$ cat config.mk
export PLATFORM = sky130hd
export DESIGN_NAME = ccsie_exec
export DESIGN_NICKNAME = d
export VERILOG_FILES = /design/src/include/ccsie_pkg.sv /design/src/include/ccsie_stack_if.sv /design/src/core/ccsie_exec.sv /design/src/core/ccsie_stack.sv
export SDC_FILE = /design/constraint.sdc
export NUM_CORES = 1
export LEC_CHECK = 0
export ABC_CLOCK_PERIOD_IN_PS = 3750
export BUFFER_PORTS_ARGS = -buffer_cell sky130_fd_sc_hd__buf_2
export CAP_MARGIN = 20
export CORE_UTILIZATION = 37
export DETAILED_ROUTE_END_ITERATION = 8
export PLACE_DENSITY = 0.61
export SYNTH_ARGS = -nofsm -noshare
export SYNTH_HDL_FRONTEND = slang
export SYNTH_SLANG_ARGS = --single-unit
$ cat constraint.sdc
create_clock -name CLK_SYS -period 3.75 [get_ports CLK_SYS]
set_input_delay 0.75 -clock CLK_SYS [delete_from_list [all_inputs] [get_ports CLK_SYS]]
set_output_delay 0.75 -clock CLK_SYS [all_outputs]
set_load 0.05 [all_outputs]
$ cat src/include/ccsie_pkg.sv
// constants and types for the call, skip, interrupt-control and watchdog
// execution group; shared by the exec core and its return stack
package ccsie_pkg;

   // program counter layout: page in the high bits, in-page address low
   localparam int PAGE_W   = 7;
   localparam int INPAGE_W = 7;
   localparam int PC_W     = PAGE_W + INPAGE_W;
   localparam int D_W      = 3;
   localparam int A_W      = 4;
   localparam int Y_W      = 4;

   // page limits of the two variants
   localparam logic [PAGE_W-1:0] PAGE_MAX_SMALL = 7'h3F;
   localparam logic [PAGE_W-1:0] PAGE_MAX_LARGE = 7'h5F;

   // word counts; the long call is two words
   localparam logic [PC_W-1:0] WORDS_ONE  = 14'h0001;
   localparam logic [PC_W-1:0] WORDS_CALL = 14'h0002;

   // decrement wraps from zero to this value and then skips
   localparam logic [Y_W-1:0] Y_WRAP = 4'hF;

   // values after reset
   localparam logic [PC_W-1:0] PC_RST     = 14'h0000;
   localparam logic [Y_W-1:0]  Y_RST      = 4'h0;
   localparam logic            IRQ_EN_RST = 1'b0;
   localparam logic            WDT_RUN_RST = 1'b1;
   localparam int              STACK_DEPTH_DEF = 8;

   // decoded operations handed to the core, one per machine cycle
   typedef enum logic [2:0] {
      CCSIE_OP_OTHER,
      CCSIE_OP_LONG_CALL_VIA_REGS,
      CCSIE_OP_DECREMENT_INDEX_Y,
      CCSIE_OP_INTERRUPT_DISABLE,
      CCSIE_OP_INTERRUPT_ENABLE,
      CCSIE_OP_WATCHDOG_STOP_ARM,
      CCSIE_OP_WATCHDOG_RESTART
   } ccsie_op_t;

endpackage

$ cat src/include/ccsie_stack_if.sv
// push port between the exec core and its return-address stack
// assumes both ends run on the same clock
`timescale 1ns/10ps
interface ccsie_stack_if #(parameter int SP_W = 3);
   import ccsie_pkg::*;
   logic              push;
   logic [PC_W-1:0]   push_addr;
   logic [SP_W-1:0]   stack_pointer;
   logic [PC_W-1:0]   top;
   logic              overflow;
   modport core  (output push, push_addr,
                  input  stack_pointer, top, overflow);
   modport stack (input  push, push_addr,
                  output stack_pointer, top, overflow);
endinterface
$ cat src/core/ccsie_exec.sv
// execution core for long call via registers, decrement of Y with skip,
// interrupt enable/disable with a one-cycle delay and watchdog stopping
// assumes a decoder upstream presents one operation per OP_VALID strobe,
// each strobe being one machine cycle, all on CLK_SYS
`timescale 1ns/10ps
module ccsie_exec
   import ccsie_pkg::*;
#(
   parameter logic [PAGE_W-1:0] PAGE_MAX    = PAGE_MAX_LARGE,
   parameter int                STACK_DEPTH = STACK_DEPTH_DEF
)(
   // clock and reset
   input  wire logic               CLK_SYS,
   input  wire logic               RST,
   // decoded instruction
   input  wire logic               OP_VALID,
   input  wire ccsie_op_t          OP_CODE,
   input  wire logic [PAGE_W-1:0]  OP_PAGE,
   input  wire logic [D_W-1:0]     D_REG,
   input  wire logic [A_W-1:0]     A_REG,
   // index register load from other instructions
   input  wire logic               Y_LOAD,
   input  wire logic [Y_W-1:0]     Y_DATA,
   // interrupt request and acceptance
   input  wire logic               IRQ_REQ,
   output logic                    IRQ_ACCEPT,
   // core state
   output logic [PAGE_W-1:0]       PC_PAGE_BITS,
   output logic [INPAGE_W-1:0]     PC_INPAGE_BITS,
   output logic [Y_W-1:0]          Y_REG,
   output logic                    SKIP_ACTIVE,
   output logic                    GLOBAL_IRQ_ENABLE_FLAG,
   output logic                    IRQ_EFFECTIVE,
   output logic [$clog2(STACK_DEPTH)-1:0] STACK_POINTER,
   output logic [PC_W-1:0]         STACK_TOP,
   output logic                    STACK_OVERFLOW,
   // watchdog control
   output logic                    WDT_STOP_ARMED,
   output logic                    WDT_RUNNING,
   output logic                    WDT_RESTART
);
   localparam int SP_W = $clog2(STACK_DEPTH);

   // refused at elaboration: only the two variant page limits exist
   if (PAGE_MAX != PAGE_MAX_SMALL &&
       PAGE_MAX != PAGE_MAX_LARGE) begin : g_page_chk
      $error("PAGE_MAX must be one of the two variant limits");
   end

   ccsie_stack_if #(.SP_W(SP_W)) stk ();

   ccsie_stack #(.DEPTH(STACK_DEPTH)) u_stack (
      .clk (CLK_SYS),
      .rst (RST),
      .st  (stk.stack)
   );

   logic [PC_W-1:0]   pc;
   logic [PC_W-1:0]   next_pc;
   logic [Y_W-1:0]    y;
   logic [Y_W-1:0]    next_y;
   logic              skip;
   logic              next_skip;
   logic              irq_flag;
   logic              next_irq_flag;
   logic              irq_eff;
   logic              next_irq_eff;
   logic              accept;
   logic              next_accept;
   logic              wdt_armed;
   logic              next_wdt_armed;
   logic              wdt_run;
   logic              next_wdt_run;
   logic              wdt_kick;
   logic              next_wdt_kick;
   logic              exec;
   logic [PAGE_W-1:0] call_page;

   // a skipped slot executes nothing
   assign exec = OP_VALID && !skip;

   // the small variant has no page bit 6
   assign call_page = (PAGE_MAX == PAGE_MAX_SMALL) ?
                      {1'b0, OP_PAGE[PAGE_W-2:0]} : OP_PAGE;

   always_comb begin
      next_pc        = pc;
      next_y         = y;
      next_skip      = skip;
      next_irq_flag  = irq_flag;
      next_irq_eff   = irq_eff;
      next_accept    = 1'b0;
      next_wdt_armed = wdt_armed;
      next_wdt_run   = wdt_run;
      next_wdt_kick  = 1'b0;
      stk.push       = 1'b0;
      stk.push_addr  = pc + WORDS_CALL;
      if (Y_LOAD)
         next_y = Y_DATA;
      if (OP_VALID) begin
         // enable follows the flag one machine cycle late
         next_irq_eff = irq_flag;
         next_skip    = 1'b0;
         if (OP_CODE == CCSIE_OP_LONG_CALL_VIA_REGS)
            next_pc = pc + WORDS_CALL;
         else
            next_pc = pc + WORDS_ONE;
      end
      if (exec) begin
         if (IRQ_REQ && irq_eff) begin
            next_accept   = 1'b1;
            next_irq_flag = 1'b0;
         end
         case (OP_CODE)
            CCSIE_OP_LONG_CALL_VIA_REGS: begin
               stk.push = 1'b1;
               next_pc  = {call_page, D_REG, A_REG};
            end
            CCSIE_OP_DECREMENT_INDEX_Y: begin
               next_y    = y - 1'b1;
               next_skip = (y - 1'b1) == Y_WRAP;
            end
            CCSIE_OP_INTERRUPT_DISABLE: next_irq_flag = 1'b0;
            CCSIE_OP_INTERRUPT_ENABLE:  next_irq_flag = 1'b1;
            CCSIE_OP_WATCHDOG_STOP_ARM: next_wdt_armed = 1'b1;
            CCSIE_OP_WATCHDOG_RESTART: begin
               // stopping needs the arm op first; otherwise a plain restart
               if (wdt_armed) begin
                  next_wdt_run   = 1'b0;
                  next_wdt_armed = 1'b0;
               end else begin
                  next_wdt_kick = 1'b1;
               end
            end
            default: ;
         endcase
      end
   end

   always_ff @(posedge CLK_SYS or posedge RST) begin
      if (RST) begin
         pc        <= PC_RST;
         y         <= Y_RST;
         skip      <= 1'b0;
         irq_flag  <= IRQ_EN_RST;
         irq_eff   <= IRQ_EN_RST;
         accept    <= 1'b0;
         wdt_armed <= 1'b0;
         wdt_run   <= WDT_RUN_RST;
         wdt_kick  <= 1'b0;
      end else begin
         pc        <= next_pc;
         y         <= next_y;
         skip      <= next_skip;
         irq_flag  <= next_irq_flag;
         irq_eff   <= next_irq_eff;
         accept    <= next_accept;
         wdt_armed <= next_wdt_armed;
         wdt_run   <= next_wdt_run;
         wdt_kick  <= next_wdt_kick;
      end
   end

   assign PC_PAGE_BITS           = pc[PC_W-1:INPAGE_W];
   assign PC_INPAGE_BITS         = pc[INPAGE_W-1:0];
   assign Y_REG                  = y;
   assign SKIP_ACTIVE            = skip;
   assign GLOBAL_IRQ_ENABLE_FLAG = irq_flag;
   assign IRQ_EFFECTIVE          = irq_eff;
   assign IRQ_ACCEPT             = accept;
   assign STACK_POINTER          = stk.stack_pointer;
   assign STACK_TOP              = stk.top;
   assign STACK_OVERFLOW         = stk.overflow;
   assign WDT_STOP_ARMED         = wdt_armed;
   assign WDT_RUNNING            = wdt_run;
   assign WDT_RESTART            = wdt_kick;
endmodule

$ cat src/core/ccsie_stack.sv
// return-address stack: pre-increment pointer, store at the new slot
// assumes one push at most per clock; pops belong to other instructions
`timescale 1ns/10ps
module ccsie_stack
   import ccsie_pkg::*;
#(
   parameter int DEPTH = STACK_DEPTH_DEF
)(
   // clock and reset
   input wire logic   clk,
   input wire logic   rst,
   // push port
   ccsie_stack_if.stack st
);
   localparam int SP_W = $clog2(DEPTH);
   localparam logic [SP_W-1:0] SP_RST = '1;
   localparam logic [SP_W:0]   FILL_MAX = (SP_W+1)'(DEPTH);

   // refused at elaboration: the pointer wraps by its own width
   if (DEPTH < 2 || (1 << SP_W) != DEPTH) begin : g_depth_chk
      $error("stack depth must be a power of two, at least 2");
   end

   logic [PC_W-1:0] mem [DEPTH];
   logic [SP_W-1:0] sp;
   logic [SP_W-1:0] next_sp;
   logic [SP_W:0]   fill;
   logic [SP_W:0]   next_fill;
   logic            ovf;
   logic            next_ovf;

   always_comb begin
      next_sp   = sp;
      next_fill = fill;
      next_ovf  = ovf;
      if (st.push) begin
         next_sp = sp + 1'b1;
         // a push past full overwrites the oldest return address
         if (fill == FILL_MAX)
            next_ovf = 1'b1;
         else
            next_fill = fill + 1'b1;
      end
   end

   always_ff @(posedge clk or posedge rst) begin
      if (rst) begin
         sp   <= SP_RST;
         fill <= '0;
         ovf  <= 1'b0;
      end else begin
         sp   <= next_sp;
         fill <= next_fill;
         ovf  <= next_ovf;
      end
   end

   // storage needs no reset; the fill count tells valid slots
   always_ff @(posedge clk) begin
      if (st.push)
         mem[next_sp] <= st.push_addr;
   end

   assign st.stack_pointer = sp;
   assign st.top           = mem[sp];
   assign st.overflow      = ovf;

endmodule

==> results.md, run 1 <==
* Slowest-stage cell, CP: dfstp_2
* Vias at 3704
* Final setup viols at 0
* Setup bufs post-CTS at 0
* Final hold vios at 0
* Asr flop ratio synth at a little under a quarter
* Top-area cell type share of the netlist area at 53.2%
* Wire per inst at 18.2 um
* Critical path type: flip-flop to output pin
* Worst path cell trace: buf_12 -> mux4_2 -> mux2_2 -> buf_2
* Largest net degree at the start of global routing at 34
* Power after layout at about 0.0059 W
* Hold Crit Class: input pin to async pin
* Die ar. at 0.0176 sq mm
* GRT Total Usage at approximately 16%
* CP max FO at 20
* Layout cells sized above 1 at 33.6%
* CTS buffer count at 17
* H-tree depth at 4
* Post-synth EDFFs at 112
* Die width at 133 um
* I/O Buffers at 68
* Slew @ Worst Pin at 0.823 ns
* Nets at between 500 and 600
* Max_cap viols at 0
* Crit end category: output pin
* CP Launch Type: flip-flop
* Initial Utilization at 38.0%
* Worst path required time at ~3.0 ns
* Synth Cell Area at 0.00632 sq mm
* Max-slew violation count at 0
* Critical Path Max Stage Delay at ~0.96 ns
* Fin util at between 40 and 50%
* Top-Level Pins at between 60 and 70
* Max Fclk at 293 MHz
* Post-synth net total at 438
* Global-route wire length before repair at between 20000 and 25000 um
* Clk_skew at 0.0120 ns
* Cell Pwr Density at 787 mW/mm^2
* Cell taking the most area after synthesis: edfxtp_1
* Setup tns final at 0 ns
* Cells after synthesis at about 400
* Vias per inst at just over 5
* DR pass1 iterations at 4
* Core ar. at 0.0166 sq mm
* R2R depth at 6
* 1st-iter DRT viols at around 160
* Yosys reg bits at 145
* Clk root buf: clkbuf_16
* DRT antenna net count at 0
* Remaining Overflow, GRT at 0
* HPWL after detailed placement at 8510 um
* Placer Congestion at ~0.80
* Residual DRC at 0
* Clock transition at path regs at roughly 0.06 ns
* Max IR drop VDD at between 0.3 and 0.4 mV
* R2r setup slk at 1.07 ns
* Clk buf depth at 2
* Antenna Cells at 0
* Post-layout min period at roughly 3.4 ns
* Worst EP arrival at 2.67 ns
* PostCTS Resize Cnt at 0
* R2R Path End: u_stack.mem[1][0]
* CTS tree: done
* Pre-CTS setup slack at 0.720 ns
* Reg2reg start: u_stack.st.stack_pointer[1]
* Fin crit share at 91.1%
* CTS sink count at approximately 150
* Vias in the first global route at 3809
* Register area share after synthesis at 66.4%
* Final setup margin at between 0.3 and 0.4 ns
* Top FF cell, synth: edfxtp_1
* Die outline height at 133 um
* Initial antenna violation count at 0
* Worst-Skew Late Latency at 0.42 ns
* Library cells used by synthesis at 54
* Site Rows at 47
* Hold Buf Count CTS at 0
* Slew HR at between 40% and 50%
* Synth area leaders: edfxtp_1, dfrtp_1, mux4_2, mux2_2, nand2_1
* Static leakage at 2.74 nW
* Warnings, synthesis at 0
* Syn_area_per_cell at 15.6 sq um
* Post-Route WL at roughly 13000 um
* RSZ-0062 raised after global routing: no
* Area Growth Syn to Fin at 19.1%
* Status: completed
## cells in the final DEF (no fill, tap or decap), types with 9 or more instances in the layout
| master | count |
|---|---|
| edfxtp_1 | 112 |
| clkbuf_16 | 17 |
| buf_2 | 68 |
| nor2_1 | 25 |
| mux4_2 | 28 |
| xnor2_1 | 11 |
| buf_4 | 14 |
| nand3_1 | 9 |
| nor3_1 | 10 |
| nand2_1 | 34 |
| xor2_1 | 10 |
| dfrtp_1 | 29 |
| mux2_2 | 18 |
| inv_1 | 11 |
## cells in the mapped netlist (2+ instances only)
cell type	n
nor2_1	25
xor2_1	10
nand4_1	4
dfrtp_1	29
and4_1	2
a211oi_1	3
a31oi_1	2
o21ai_1	6
mux2i_1	4
buf_2	11
xnor2_1	11
nor2b_1	2
inv_1	11
o22ai_1	6
mux4_2	28
o21ai_0	6
nand3_1	9
nand2_1	34
a21oi_1	5
edfxtp_1	112
dfstp_2	4
a22oi_1	2
clkbuf_1	8
nor3_1	12
a21o_1	2
and3_1	2
mux2_2	18
nor4_1	3
ha_1	6
a22o_1	4
buf_4	2
## stage by stage
step / std cells / instance area (sq um) / hold slack (ns)
2_1_floorplan: 406 / 6320 / 0.445
6_report: 717 / 7520 / 0.417
5_1_grt: 717 / 7520 / 0.474
3_5_place_dp: 687 / 6980 / 0.453
3_3_place_gp: 687 / 6980 / 0.438
4_1_cts: 717 / 7520 / 0.428
## final cells by class
type	instances	area, sq um
fillers	1469	9120
flip-flops and latches	145	4190
multi-input cells	227	2000
repair buffers	83	465
clock buffers	18	429
well taps	220	275
clock inverters	12	119
inverters	12	45.0
## critical path: cells and delay by family (launching register included)
kind	cells	cell delay, ns
DFF	1	0.96
buffers and inverters	2	0.48
muxes	2	0.81
## how the worst max path moves through the flow
stage	start	cells after the start	slack, ns	end
floorplan	OP_CODE[2]	7	0.08	u_stack.mem[5][0]
finish	u_stack.st.stack_pointer[0]	4	0.33	STACK_TOP[6]
detailed placement	OP_CODE[2]	8	0.72	u_stack.mem[1][2]
global placement	u_stack.st.stack_pointer[0]	4	0.74	STACK_TOP[5]
CTS	u_stack.st.stack_pointer[0]	4	0.27	STACK_TOP[5]
global route	u_stack.st.stack_pointer[0]	4	0.19	STACK_TOP[5]
## state kept, by name, indices dropped and copies added (netlist names)
signal / cells
WDT_RESTART: 1
u_stack.st.stack_pointer: 3
GLOBAL_IRQ_ENABLE_FLAG: 1
u_stack.fill: 4
u_stack.st.overflow: 1
WDT_STOP_ARMED: 1
Y_REG: 4
IRQ_ACCEPT: 1
pc: 14
WDT_RUNNING: 1
SKIP_ACTIVE: 1
u_stack.mem: 112
IRQ_EFFECTIVE: 1
## logic make-up after synthesis
family                   synth area share, %
AO/OA/AOI/OAI                           5.01
adder cells (fa/ha/maj)                 1.19
XOR/XNOR                                2.91
buffers and inverters                   2.36
multiplexers                            14.0
flip-flops                              66.4
AND/OR/NAND/NOR                         8.12
## routing by layer
metal	part of all wire, %	wire length [um]	up-vias	track usage, %
met5	0	0	-	0
met4	1.0	133	0	4.60
met3	6.6	868	14	4.90
met2	46	6020	119	24.5
met1	46	6060	1838	21.7
li1	-	-	1733	-
## report_power, final
group          internal [W]  leakage [nW]  switching (W)
Clock              0.000960         0.256       0.000621
Combinational      0.000681          1.07        0.00129
Sequential          0.00205          1.41       0.000323
Total               0.00369          2.74        0.00223
Note: power is estimated with default switching activity, not from simulation.
==> run 2, diff against run 1 <==
--- a/config.mk
+++ b/config.mk
@@ -10,7 +10,9 @@
 export CAP_MARGIN = 20
 export CORE_UTILIZATION = 37
 export DETAILED_ROUTE_END_ITERATION = 8
-export PLACE_DENSITY = 0.61
+export PLACE_DENSITY = 0.6
+export REMOVE_ABC_BUFFERS = 1
 export SYNTH_ARGS = -nofsm -noshare
 export SYNTH_HDL_FRONTEND = slang
+export SYNTH_HIERARCHICAL = 1
 export SYNTH_SLANG_ARGS = --single-unit
==> run 2 against run 1 <==
Clock skew shrank 0.0049 ns. Die area grew 1.9%. First-iteration DRC count grew 37%. Count of clock-buffer cells in the layout shrank 1. Clock power grew 6%. Hold slack lost 0.18 ns. Power grew 4.7%. Non-clock buffer count grew 1. Critical path type unchanged. Largest cell class unchanged. Highest routed layer unchanged.
==> results.md, run 2 <==
* Slew HR at between 40 and 50%
* Register area share after synthesis at 65.1%
* Registers with the most flip-flops: u_stack/mem x112, pc x14
* RSZ-0062 raised after global routing: no
* Nets at 520
* CTS tree: done
* Most frequent cells in the layout: edfxtp_1, buf_2, nand2_1, dfrtp_1, mux4_1
* Filler cells at 1508
* CTS sink count at 145
* Final setup margin at 0.448 ns
* H-tree depth at 4
* Placer Congestion at 0.772
* Asr flop ratio synth at 22.8%
* Worst path required time at roughly 3 ns
* Wire per inst at around 19 um
* Critical path type: flip-flop to output pin
* Core ar. at between 0.015 and 0.02 sq mm
* Top cells by count, synth: edfxtp_1, nand2_1, dfrtp_1
* Max reg flops at ~110
* Top-area cell type share of the netlist area at 52.2%
* Met1 Routed Length at about 6200 um
* Cell Pwr Density at 806 mW/mm^2
* Slowest-stage cell, CP: dfstp_2
* Worst path cell trace: buf_12 -> mux4_1 -> mux2_2 -> buf_2
* 1st-iter DRT viols at 216
* Site Rows at 47
* Hold Buf Count CTS at 0
* Max Fclk at 303 MHz
* R2r setup slk at about 1.1 ns
* Final setup viols at 0
* Initial Utilization at between 30% and 40%
* CTS buffer count at 17
* Vias per inst at 5.17
* Clock transition at path regs at 0.06 ns
* Post-Route WL at 13700 um
* Pre-CTS setup slack at 0.744 ns
* Area occupied by multi-input gates at 0.00208 sq mm
* Antenna Cells at 0
* CP Launch Type: flip-flop
* Warnings, synthesis at 6
* Die ar. at 0.0179 sq mm
* Highest Signal Layer: met4
* Residual DRC at 0
* Hold Crit Class: input pin to async pin
* Synth area leaders: edfxtp_1, dfrtp_1, mux4_1, mux2_2, xor2_1
* Max-slew violation count at 0
* GRT Total Usage at 16.5%
* Yosys reg bits at 145
* Worst EP arrival at 2.55 ns
* Fin crit share at 88.1%
* HPWL after detailed placement at 9180 um
* Fin util at 45.7%
* Clk buf depth at 2
* Worst-Skew Late Latency at 0.42 ns
* Largest Register: u_stack/mem
* Layout cells sized above 1 at 30.7%
* Vias in the first global route at approximately 3.8k
* Post-synth EDFFs at 112
* Clk_skew at approximately 0.0072 ns
* Cell taking the most area after synthesis: edfxtp_1
* Syn_area_per_cell at 15.9 sq um
* FF/Latch Area at 0.00419 sq mm
* Remaining Overflow, GRT at 0
* DR pass1 iterations at 4
* Clk root buf: clkbuf_16
* Synth Cell Area at 0.00644 sq mm
* I/O Buffers at slightly below 70
* Static leakage at 2.86 nW
* R2R depth at 6
* Die width at 134 um
* WL met3 at 676 um
* Die outline height at around 130 um
* Cells after synthesis at 405
* Setup bufs post-CTS at 0
* Status: completed
* PostCTS Resize Cnt at 0
* Largest net degree at the start of global routing at 32
* Final hold vios at 0
* Setup crit start: u_stack/st.stack_pointer[0]
* Setup tns final at 0 ns
* Area Growth Syn to Fin at 19.4%
* Power after layout at between 0.006 and 0.007 W
* DRT antenna net count at 0
* Top FF cell, synth: edfxtp_1
* Max_cap viols at 0
* Library cells used by synthesis at 57
* CP max FO at 21
* Vias at ~3.7k
* Initial antenna violation count at 1
* Top-count cell post-synth: edfxtp_1
* Slew @ Worst Pin at about 0.75 ns
* Top-Level Pins at between 60 and 70
* Max IR drop VDD at 0.444 mV
* Commonest non-fill, non-tap cell in the layout: edfxtp_1
* Post-layout min period at 3.30 ns
* Crit end category: output pin
* Met2 wire length at 6650 um
* Reg2reg start: u_stack/st.stack_pointer[1]
* Global-route wire length before repair at 21600 um
* Critical Path Max Stage Delay at 0.78 ns
[run 2: layout make-up]
class,instances,area share [%]
Clock inverter,13,2.11
Sequential cell,145,54.5
Inverter,16,0.781
Clock buffer,17,5.53
Multi-Input combinational cell,224,27.1
Timing Repair Buffer,84,6.41
Tap cell,220,3.58
[run 2: critical path, delay by kind of cell, from the launching register on]
kind,cells,cell delay [ns]
DFF,1,0.78
buffers and inverters,2,0.46
muxes,2,0.89
[run 2: cells by family (layout without fill, tap and decap cells)]
family                   after synthesis  in the layout  synth area share (%)
AND/OR/NAND/NOR                       94             94                  7.28
XOR/XNOR                              25             25                  3.40
AO/OA/AOI/OAI                         51             51                  5.46
adder cells (fa/ha/maj)                6              6                  1.17
multiplexers                          48             48                  14.7
flip-flops                           145            145                  65.1
buffers and inverters                 36            130                  2.87
[run 2: stage by stage]
stage | std cells | hold slack, ns | area (sq um)
6_report | 719 | 0.239 | 7690
4_1_cts | 718 | 0.296 | 7660
2_1_floorplan | 385 | 0.445 | 6320
3_5_place_dp | 688 | 0.468 | 7080
5_1_grt | 719 | 0.234 | 7690
3_3_place_gp | 688 | 0.461 | 7080
[run 2: final timing paths]
kind	endpoint
setup reg to reg	u_stack/mem[0][0]
setup / recovery	STACK_TOP[6]
hold / removal	Y_REG[2]
hold reg to reg	u_stack/fill[3]
max in group asynchronous	WDT_RUNNING
min in group CLK_SYS	u_stack/fill[3]
[run 2: report_power, final]
part / internal [W] / switching [W]
clock network: 0.00104 / 0.000641
logic: 0.000710 / 0.00140
registers: 0.00209 / 0.000317
total: 0.00384 / 0.00236
[run 2: metal layers]
layer  track usage, %  vias to the layer above
li1                 -                     1749
met1             21.1                     1857
met2             26.7                       97
met3             4.57                       15
met4             5.81                        0
met5                0                        -
==> run 3, diff against run 2 <==
--- a/config.mk
+++ b/config.mk
@@ -8,6 +8,7 @@
 export ABC_CLOCK_PERIOD_IN_PS = 3750
 export BUFFER_PORTS_ARGS = -buffer_cell sky130_fd_sc_hd__buf_2
 export CAP_MARGIN = 20
+export CORE_MARGIN = 2
 export CORE_UTILIZATION = 37
 export DETAILED_ROUTE_END_ITERATION = 8
 export PLACE_DENSITY = 0.6
==> run 3 against run 2 <==
Critical path depth unchanged. Sequential cell count unchanged. Worst setup slack better by 0.11 ns. Via count up 2.1%. Power up 0.64%. Wire length down 0.93%. Global-route usage down 0.47 points. Critical path type unchanged. Critical endpoint is now STACK_TOP[10]. Largest power group unchanged.
==> results.md, run 3 (same netlist as run 2, synthesis figures left out) <==
* Filler cells at 1546
* Largest Register: u_stack/mem
* Fin crit share at a little under nine tenths
* Worst EP arrival at 2.44 ns
* Vias at 3796
* Site Rows at between 40 and 50
* HPWL after detailed placement at 9040 um
* Residual DRC at 0
* Status: completed
* 1st-iter DRT viols at 240
* PostCTS Resize Cnt at 0
* Hold Crit Class: input pin to async pin
* Layout cells sized above 1 at 31.3%
* Vias per inst at 5.22
* Setup bufs post-CTS at 0
* Placer Congestion at 0.834
* Setup tns final at 0 ns
* Die width at roughly 140 um
* Registers with the most flip-flops: u_stack/mem x112, pc x14
* Area occupied by multi-input gates at 0.00208 sq mm
* I/O Buffers at 68
* Static leakage at 2.87 nW
* CTS sink count at between 100 and 150
* Max IR drop VDD at 0.428 mV
* Wire per inst at 18.7 um
* Reg2reg start: u_stack/st.stack_pointer[1]
* Hold Buf Count CTS at 0
* Critical Path End: STACK_TOP[10]
* Most frequent cells in the layout: edfxtp_1, buf_2, nand2_1, dfrtp_1, mux4_1
* Cell Pwr Density at 808 mW/mm^2
* Final setup viols at 0
* R2R Path End: u_stack/mem[0][6]
* Max reg flops at 112
* Critical path type: flip-flop to output pin
* Area Growth Syn to Fin at 19.9%
* Clk_skew at between 0.007 and 0.008 ns
* Clock transition at path regs at roughly 0.06 ns
* Die ar. at 0.0185 sq mm
* Setup crit start: u_stack/st.stack_pointer[1]
* Initial antenna violation count at 0
* Initial Utilization at 37.5%
* Crit end category: output pin
* CTS buffer count at 17
* Post-Route WL at 13600 um
* Max Fclk at between 300 and 400 MHz
* Die outline height at approximately 140 um
* R2R depth at 6
* Design area at 0.00772 sq mm
* Nets at 521
* Antenna Cells at 0
* Top-Level Pins at 69
* Post-layout min period at between 3 and 4 ns
* Worst path required time at approximately 3 ns
* Remaining Overflow, GRT at 0
* Vias in the first global route at 3909
* Final hold vios at 0
* CP Launch Type: flip-flop
* RSZ-0062 raised after global routing: no
* Core ar. at around 0.017 sq mm
* DRT antenna net count at 0
* FF/Latch Area at 0.00419 sq mm
* DR pass1 iterations at 4
* H-tree depth at 4
* Placed inst area at 0.00709 sq mm
* Commonest non-fill, non-tap cell in the layout: edfxtp_1
* Max-slew violation count at 0
* Clk buf depth at 2
* Slew @ Worst Pin at 0.758 ns
* GRT Total Usage at 16.0%
* CP max FO at 30
* CTS tree: done
* Worst-Skew Late Latency at 0.43 ns
* Slew HR at 49.1%
* Max_cap viols at 0
* R2r setup slk at 0.97 ns
* Global-route wire length before repair at around 22000 um
* Clk root buf: clkbuf_16
* Largest net degree at the start of global routing at 31
[run 3: routing by layer]
| metal | vias up | wire [um] | track usage, % |
|---|---|---|---|
| met4 | 0 | 184 | 5.50 |
| met3 | 17 | 773 | 5.59 |
| met2 | 90 | 6410 | 24.9 |
| met1 | 1934 | 6220 | 20.9 |
| met5 | - | 0 | 0 |
| li1 | 1755 | - | - |
[run 3: how the worst min path moves through the flow]
stage / endpoint / cells after the start / slack (ns)
CTS: u_stack/fill[3] / 2 / 0.28
global route: pc[6] / 2 / 0.25
detailed placement: u_stack/st.overflow / 1 / 0.46
global placement: u_stack/st.overflow / 1 / 0.46
floorplan: u_stack/fill[3] / 1 / 0.45
finish: pc[6] / 2 / 0.25
[run 3: per-stage QoR]
stage	hold slack [ns]	setup slack, ns	util [%]	total power, W	cells
4_1_cts	0.279	0.525	44.8	0.00631	726
2_1_floorplan	0.445	0.398	-	0.00394	385
3_5_place_dp	0.459	0.698	41.3	0.00458	694
6_report	0.252	0.558	45.0	0.00624	727
5_1_grt	0.250	0.456	45.0	0.00653	727
3_3_place_gp	0.462	0.806	41.3	0.00454	694
[run 3: worst max-delay path: stages (launching register included)]
cell	delay (ns)
dfstp_2	1.01
buf_4	0.23
mux4_1	0.28
mux2_2	0.27
buf_2	0.21
[run 3: final cells by class]
type                            count  area share [%]
Timing Repair Buffer               85            6.48
Multi-Input combinational cell    224            27.0
Tap cell                          225            3.65
Inverter                           16           0.778
Sequential cell                   145            54.3
Clock inverter                     14            2.12
Clock buffer                       18            5.69
[run 3: report_power, final]
| part | switching [W] | internal [W] | total, W | leakage, nW |
|---|---|---|---|---|
| logic | 0.00143 | 0.000716 | 0.00215 | 1.17 |
| registers | 0.000297 | 0.00209 | 0.00239 | 1.41 |
| clock network | 0.000692 | 0.00102 | 0.00171 | 0.293 |
